`src/hdl/smfl_defines.vh`:
```
`ifndef SMFL_DEFINES_VH
`define SMFL_DEFINES_VH
`define SMFL_CTRL_ADDR 8'hdf
`define SMFL_CTRL_RESET 8'hde
`define SMFL_BIT_DOK 7
`define SMFL_BIT_AOK 6
`define SMFL_BIT_FLAG 5
`define SMFL_BIT_DTRIP_HI 4
`define SMFL_BIT_DTRIP_LO 3
`define SMFL_BIT_ATRIP_HI 2
`define SMFL_BIT_ATRIP_LO 1
`define SMFL_BIT_EN 0
`define SMFL_TRIP_463 2'h0
`define SMFL_TRIP_308 2'h1
`define SMFL_TRIP_293 2'h2
`define SMFL_TRIP_263 2'h3
`define SMFL_QUAL_MS 250
`define SMFL_CLK_KHZ 200000
`define SMFL_GLITCH_CYCLES 16
`define SMFL_GLITCH_CW 5
`define SMFL_QUAL_CW 26
`define SMFL_SYNC_RESET 2'h3
`define SMFL_DTRIP_RESET 2'h3
`define SMFL_ATRIP_RESET 2'h3
`define SMFL_EN_RESET 1'h0
`define SMFL_FLAG_RESET 1'h0
`endif

```
`src/hdl/smfl_glitch_filter.v`:
```
`timescale 1ns/1ps
`default_nettype none
module smfl_glitch_filter #(
  parameter CYCLES = 16,
  parameter CW = 5
) (
  // Clock and reset
  input wire mclk,
  input wire rst,
  // Synchronised level in, filtered level out
  input wire sync_in,
  output reg filt_q
);
  reg [CW-1:0] cnt_q;
  // Output moves only after the input held a new level for CYCLES clocks
  always @(posedge mclk or posedge rst) begin
    if (rst) begin
      cnt_q <= {CW{1'b0}};
      filt_q <= 1'b1;
    end else if (sync_in == filt_q) begin
      cnt_q <= {CW{1'b0}};
    end else if (cnt_q == CYCLES[CW-1:0] - 1'b1) begin
      cnt_q <= {CW{1'b0}};
      filt_q <= sync_in;
    end else begin
      cnt_q <= cnt_q + 1'b1;
    end
  end
endmodule
`default_nettype wire

```
`src/hdl/smfl_supply_monitor.v`:
```
// Functional notes
// Flag low supply when enabled, either comparator
// Interrupt request gated by external enable
// Bit 7 reads live digital comparator
// Bit 6 reads live analog comparator
// Flag bit 5 set while comparator low
// Flag clears after 250 ms good supply
// Software clear ignored while comparator low
// Glitches on comparators are filtered out
// Digital trip select in bits 4:3
// Digital trip encoding 4.63/3.08/2.93/2.63 V
// Analog trip select bits 2:1, same encoding
// Bit 0 enables monitoring
// Relapse restarts full qualification interval
// Interval counted in core clock cycles
`include "smfl_defines.vh"
`timescale 1ns/1ps
`default_nettype none
module smfl_supply_monitor #(
  parameter QUAL_CYCLES = `SMFL_QUAL_MS * `SMFL_CLK_KHZ,
  parameter QW = `SMFL_QUAL_CW,
  parameter GLITCH_CYCLES = `SMFL_GLITCH_CYCLES
) (
  // Clock and reset
  input wire mclk,
  input wire rst,
  // Special-function register port
  input wire [7:0] sfr_addr,
  input wire sfr_wr,
  input wire [7:0] sfr_wdata,
  output reg [7:0] sfr_rdata,
  // Analog comparators, asynchronous
  input wire digital_cmp_raw,
  input wire analog_cmp_raw,
  // Trip selections and enable to the comparators
  output wire [1:0] digital_trip_sel,
  output wire [1:0] analog_trip_sel,
  output wire monitor_en,
  // Interrupt
  input wire secondary_irq_enable_prio,
  output wire low_supply_irq
);
  localparam NCH = 2;
  localparam CH_D = 0;
  localparam CH_A = 1;
  localparam GW = `SMFL_GLITCH_CW;

  // Channel vectors, index 0 digital and 1 analog
  wire [NCH-1:0] cmp_raw;
  wire [NCH-1:0] supply_ok;
  wire digital_supply_ok;
  wire analog_supply_ok;

  // Control fields
  reg [1:0] dtrip_q;
  reg [1:0] dtrip_d;
  reg [1:0] atrip_q;
  reg [1:0] atrip_d;
  reg en_q;
  reg en_d;

  // Flag and qualification counter
  reg low_supply_irq_flag_q;
  reg low_supply_irq_flag_d;
  reg [QW-1:0] qual_q;
  reg [QW-1:0] qual_d;

  // Read path
  reg [7:0] rdata_d;

  wire both_ok;
  wire wr_hit;
  wire rd_hit;
  wire qual_done;

  // Address decode, shared by write and read paths
  function addr_hit;
    input [7:0] addr;
    begin
      addr_hit = (addr == `SMFL_CTRL_ADDR);
    end
  endfunction

  assign cmp_raw[CH_D] = digital_cmp_raw;
  assign cmp_raw[CH_A] = analog_cmp_raw;

  genvar ch;
  generate
    for (ch = 0; ch < NCH; ch = ch + 1) begin : g_chan
      reg [1:0] sync_q;

      // Comparator edges are asynchronous to mclk
      always @(posedge mclk or posedge rst) begin
        if (rst) begin
          sync_q <= `SMFL_SYNC_RESET;
        end else begin
          sync_q <= {sync_q[0], cmp_raw[ch]};
        end
      end

      // Costs GLITCH_CYCLES of latency on every real drop
      smfl_glitch_filter #(
        .CYCLES(GLITCH_CYCLES),
        .CW(GW)
      ) smfl_glitch_filter_inst (
        .mclk(mclk),
        .rst(rst),
        .sync_in(sync_q[1]),
        .filt_q(supply_ok[ch])
      );
    end
  endgenerate

  assign digital_supply_ok = supply_ok[CH_D];
  assign analog_supply_ok = supply_ok[CH_A];

  assign wr_hit = sfr_wr && addr_hit(sfr_addr);
  assign rd_hit = addr_hit(sfr_addr);
  assign both_ok = digital_supply_ok && analog_supply_ok;
  assign qual_done = (qual_q == QUAL_CYCLES[QW-1:0] - 1'b1);

  // Control register next state
  always @* begin
    dtrip_d = dtrip_q;
    atrip_d = atrip_q;
    en_d = en_q;
    if (wr_hit) begin
      dtrip_d = sfr_wdata[`SMFL_BIT_DTRIP_HI:`SMFL_BIT_DTRIP_LO];
      atrip_d = sfr_wdata[`SMFL_BIT_ATRIP_HI:`SMFL_BIT_ATRIP_LO];
      en_d = sfr_wdata[`SMFL_BIT_EN];
    end
  end

  always @(posedge mclk or posedge rst) begin
    if (rst) begin
      dtrip_q <= `SMFL_DTRIP_RESET;
      atrip_q <= `SMFL_ATRIP_RESET;
      en_q <= `SMFL_EN_RESET;
    end else begin
      dtrip_q <= dtrip_d;
      atrip_q <= atrip_d;
      en_q <= en_d;
    end
  end

  // Flag: hardware set beats any software write
  always @* begin
    low_supply_irq_flag_d = low_supply_irq_flag_q;
    qual_d = qual_q;
    if (!en_q) begin
      // Disabled: software owns the flag, counter idle
      qual_d = {QW{1'b0}};
      if (wr_hit) begin
        low_supply_irq_flag_d = sfr_wdata[`SMFL_BIT_FLAG];
      end
    end else if (!both_ok) begin
      low_supply_irq_flag_d = 1'b1;
      qual_d = {QW{1'b0}};
    end else if (wr_hit) begin
      // Software write restarts qualification either way
      low_supply_irq_flag_d = sfr_wdata[`SMFL_BIT_FLAG];
      qual_d = {QW{1'b0}};
    end else if (low_supply_irq_flag_q) begin
      if (qual_done) begin
        low_supply_irq_flag_d = 1'b0;
        qual_d = {QW{1'b0}};
      end else begin
        qual_d = qual_q + 1'b1;
      end
    end
  end

  always @(posedge mclk or posedge rst) begin
    if (rst) begin
      low_supply_irq_flag_q <= `SMFL_FLAG_RESET;
      qual_q <= {QW{1'b0}};
    end else begin
      low_supply_irq_flag_q <= low_supply_irq_flag_d;
      qual_q <= qual_d;
    end
  end

  // Read data; comparator bits live through the filter
  always @* begin
    rdata_d = 8'h00;
    if (rd_hit) begin
      rdata_d[`SMFL_BIT_DOK] = digital_supply_ok;
      rdata_d[`SMFL_BIT_AOK] = analog_supply_ok;
      rdata_d[`SMFL_BIT_FLAG] = low_supply_irq_flag_q;
      rdata_d[`SMFL_BIT_DTRIP_HI] = dtrip_q[1];
      rdata_d[`SMFL_BIT_DTRIP_LO] = dtrip_q[0];
      rdata_d[`SMFL_BIT_ATRIP_HI] = atrip_q[1];
      rdata_d[`SMFL_BIT_ATRIP_LO] = atrip_q[0];
      rdata_d[`SMFL_BIT_EN] = en_q;
    end
  end

  // Registered so reads see one settled value per cycle
  always @(posedge mclk or posedge rst) begin
    if (rst) begin
      sfr_rdata <= `SMFL_CTRL_RESET;
    end else begin
      sfr_rdata <= rdata_d;
    end
  end

  assign digital_trip_sel = dtrip_q;
  assign analog_trip_sel = atrip_q;
  assign monitor_en = en_q;
  assign low_supply_irq = low_supply_irq_flag_q && secondary_irq_enable_prio;
endmodule
`default_nettype wire

```
`config.mk`:
```
export PLATFORM = sky130hd
export DESIGN_NAME = smfl_supply_monitor
export DESIGN_NICKNAME = d
export VERILOG_FILES = /design/src/hdl/smfl_glitch_filter.v /design/src/hdl/smfl_supply_monitor.v
export VERILOG_INCLUDE_DIRS = /design/src /design/src/hdl
export SDC_FILE = /design/constraint.sdc
export NUM_CORES = 1
export LEC_CHECK = 0
export CELL_PAD_IN_SITES_DETAIL_PLACEMENT = 1
export CELL_PAD_IN_SITES_GLOBAL_PLACEMENT = 1
export CORE_ASPECT_RATIO = 1.25
export CORE_UTILIZATION = 53
export CTS_CLUSTER_SIZE = 8
export DETAILED_ROUTE_END_ITERATION = 8
export DONT_BUFFER_PORTS = 1
export GPL_TIMING_DRIVEN = 0
export PLACE_DENSITY = 0.8
export RECOVER_POWER = 100
export SLEW_MARGIN = 20
export SYNTH_ARGS = -nofsm -noshare
export SYNTH_HDL_FRONTEND = slang
export SYNTH_SLANG_ARGS = --single-unit
```
`constraint.sdc`:
```
create_clock -name mclk -period 3.1 [get_ports mclk]
set_input_delay 0.62 -clock mclk [delete_from_list [all_inputs] [get_ports mclk]]
set_output_delay 0.62 -clock mclk [all_outputs]
set_load 0.01 [all_outputs]
```
==> results by group <==
Status
  • Outcome: finished with violations
  • Failing checks: max-capacitance violations, max-slew violations

STA
  • Crit path time final: 2380 ps
  • Unrepaired setup endpoints after global routing: no
  • # setup viols final: 0
  • Final Skew: 3.24 ps
  • Period utilization: about 77%
  • Setup TNS: 0 ps
  • Setup slack after layout: around 720 ps
  • Final Slew Violations: 57
  • Normalized max-slew margin: -37.0%
  • Hold Vio Cnt, Final: 0
  • Max Clock Freq: around 420 MHz
  • Tightest Pin Transition: just over 2000 ps

Critical path
  • Flop2flop setup slack: approximately 730 ps
  • Crit path kind: input port to flip-flop
  • Worst path top cell family by delay: simple AND/OR/NAND/NOR gates
  • Worst path cell trace: and4b_1, clkbuf_1, nand3_1, nand2_1, or2_2, clkbuf_1, nor2_1
  • Crit-path max FO: 10
  • Register-to-Register Path Depth: 6
  • Worst R2R End: qual_q[8]$_DFFE_PP0P_
  • Reg-to-Reg Start: g_chan[1].smfl_glitch_filter_inst.filt_q$_DFFE_PP1P_
  • CP Buf/Inv Count: 2
  • Max incr delay on CP: about 410 ps
  • Data required time of the worst path: 3280 ps
  • CP max stage cell: clkbuf_1
  • CP startpoint kind: input port
  • Critical Path End Type: flip-flop
  • WP data arrival: around 2600 ps
  • Crit-path most repeated cell: clkbuf_1

Global routing
  • Initial antenna violation count: 0
  • Largest net degree at the start of global routing: 57
  • First-pass GRT wire length: about 9.3 mm
  • Overflow after GRT: 0
  • Number of global-route vias before repair: between 1,500 and 2,000
  • GRT Overall Usage: a little under a quarter

Finish
  • Commonest non-fill, non-tap cell in the layout: dfrtp_1
  • Proportion of layout cells with a drive suffix above 1: 9.20%
  • Area Overhead vs Synth: 5.04%
  • Final #Nets: 285
  • Most frequent cells in the layout: dfrtp_1 (40), nor2_1 (36), nand2_1 (26)
  • # diodes: 0
  • Multi-input combinational cell area: ~0.0012 mm²
  • Fillers: 528
  • Fin area: ~0.0028 mm²
  • FF/Latch Area: between 0.001 and 0.0015 mm²

Worst hold path
  • Worst Hold End: g_chan[1].sync_q[0]$_DFF_PP1_
  • Hold Crit Class: input port to flip-flop
  • Hold Path Stages: 0
  • Hold path startpoint: analog_cmp_raw

CTS
  • H-tree lvl count: 2
  • Root buf cell: clkbuf_8
  • CTS Sinks: 56
  • CTS max path bufs: 2
  • Num CTS Buffers: 5
  • CTS tree: built
  • Post-CTS Resized: 0
  • # Post-CTS Setup Buffers: 0
  • Clk slew on worst S/H paths: approximately 100 ps
  • Post-CTS Hold Buffers: 0
  • Clk Latency, worst-skew pair: a little over 300 ps

Synthesis
  • Fraction of registers with async set or reset after synthesis: 100%
  • Compound-Gate Fraction of Synth Area: about 2.5%
  • Post-synth EDFFs: 0
  • Synth Instances: between 200 and 300
  • Syn. warnings: 0
  • Net Count, Synth: approximately 280
  • Leading register cell type out of synthesis: dfrtp_1
  • Post-synthesis sequential area ratio: between 50% and 60%
  • Mapped Area: around 0.0027 mm²
  • Cell variety after synth: 42
  • Post-Syn Area per Cell: between 10 and 15 µm²
  • Synth Register Bits: 56
  • Adder-cell share of the synthesized area: under 10%
  • Post-Synth Simple-Gate Area: a little over 30%
  • Mux share of post-synthesis cell area: 1.96%
  • Xor/xnor share of the synthesized area: 9.15%
  • Largest family of logic cells by synthesized area: simple AND/OR/NAND/NOR gates

Die
  • Core Rows: 28
  • I/O pins: 36
  • Die Width: approximately 66 µm
  • CORE AREA: 0.00480 mm²
  • Full die area: ~0.0053 mm²
  • Starting Density: roughly 56%
  • Die Span Y: 81.5 µm

Detailed routing
  • Routed wl met2: slightly below 3 mm
  • DR top layer: met4
  • Vias post-DR: around 1,900
  • Drt first pass iters: 4
  • Via/cell ratio: approximately 6
  • DRT antenna net count: 0
  • Wirelength, routed: ~5.6 mm
  • Starting DRT DRC Count: about 120
  • Drt wl/cell: 17.4 µm
  • Routed met1 length: ~2.4 mm
  • # DRC: 0
  • Metal3 WL: roughly 130 µm

Power
  • Lkg Pwr: approximately 0.0011 µW
  • Switching share of power: between 20% and 30%
  • Total Power: approximately 1200 µW
  • Power Dens Cells: roughly 440 mW/mm²
  • P_int: about 930 µW
  • Switching pwr: around 290 µW
  • Clock power frac: 32.9%
  • Flop pwr share: 62.7%
  • Worst VDD drop: about 0.22 mV
  • Logic pwr share: roughly 4.4%

Placement
  • Port Buffer Count: 0
  • GPL Wtd Cong: 0.807
  • Post-DP Area: ~0.0028 mm²
  • Post-detail-place hpwl: between 3 and 4 mm
  • Dpl ws: between 500 and 600 ps

Job
  • Maxcap violations: 1
==> logic make-up (layout without fill, tap and decap cells) <==
logic type,count (synthesis),in the layout
muxes,5,5
and+or+nand+nor,141,141
buffers and inverters,11,19
AOI/OAI and AO/OA,9,9
DFF,56,56
adders and majority gates,3,3
xor gates and xnor gates,28,28
==> synthesized netlist by cell type (2+ instances only) <==
cell      count  share of area (%)
nand3_1      16                3.0
nor2_1       36                5.0
nor4b_1       4                1.3
nand2_1      26                3.6
xor2_1        7                2.3
dfrtp_1      40                 37
o21ai_0       2               0.37
inv_1         4               0.56
xnor2_1      21                6.9
nand4_1       4               0.93
buf_2         3               0.56
nor4_2        6                2.8
and3_1       15                3.5
nor4_1        5                1.2
ha_1          3                1.4
clkbuf_1      3               0.42
and4_1        4                1.3
or4b_1        2               0.75
nor3_1        4               0.75
dfstp_2      16                 16
and2_1        5                1.2
or4_1         3               0.84
mux2i_1       3                1.1
and4b_1       2               0.75
mux2_2        2               0.84
==> registers in the layout (all words and copies together) (netlist names) <==
register and flops:
low_supply_irq_flag_q 1, sfr_rdata 8, g_chan.smfl_glitch_filter_inst.filt_q 2, g_chan.sync_q 4, digital_trip_sel 2, analog_trip_sel 2, monitor_en 1, g_chan.smfl_glitch_filter_inst.cnt_q 10
qual_q 26
==> metal layers <==
metal  vias to the layer above  track usage [%]
met5                         -                0
met4                         0             6.96
met3                        10             3.89
met2                        26             41.2
met1                       957             28.4
li1                        901                -
==> per-stage QoR <==
step	hold slack (ps)	instances	utilization [%]
floorplan	345	253	-
global route	272	321	58.7
detailed placement	353	313	57.5
finish	297	321	58.7
global placement	347	313	57.4
CTS	288	321	59.3
==> how the worst max path moves through the flow <==
stage | depth (start not counted) | slack [ps] | to | from
2_1_floorplan | 7 | 1100 | qual_q[17]$_DFFE_PP0P_ | sfr_addr[6]
6_report | 7 | 720 | qual_q[18]$_DFFE_PP0P_ | sfr_addr[5]
5_1_grt | 7 | 520 | qual_q[21]$_DFFE_PP0P_ | sfr_addr[5]
3_3_place_gp | 1 | 600 | qual_q[2]$_DFFE_PP0P_ | rst
4_1_cts | 6 | 800 | qual_q[12]$_DFFE_PP0P_ | g_chan[1].smfl_glitch_filter_inst.filt_q$_DFFE_PP1P_
3_5_place_dp | 7 | 600 | qual_q[7]$_DFFE_PP0P_ | sfr_addr[5]
==> cell type report <==
| cell class | instances | area share [%] |
|---|---|---|
| Buffer | 7 | 1.11 |
| Clock inverter | 2 | 0.578 |
| Clock buffer | 6 | 2.58 |
| Sequential cell | 56 | 50.5 |
| Inverter | 4 | 0.533 |
| Multi-Input combinational cell | 186 | 42.0 |
| Tap cell | 60 | 2.67 |
==> power by group through the flow <==
stage          Combinational, µW  Clock, µW  Sequential, µW
2_1_floorplan               46.4          0             779
3_3_place_gp                53.2          0             786
3_5_place_dp                56.6          0             786
4_1_cts                     56.8        414             773
5_1_grt                     64.0        444             773
6_report                    54.4        404             770
(Power assumes the default switching activity.)
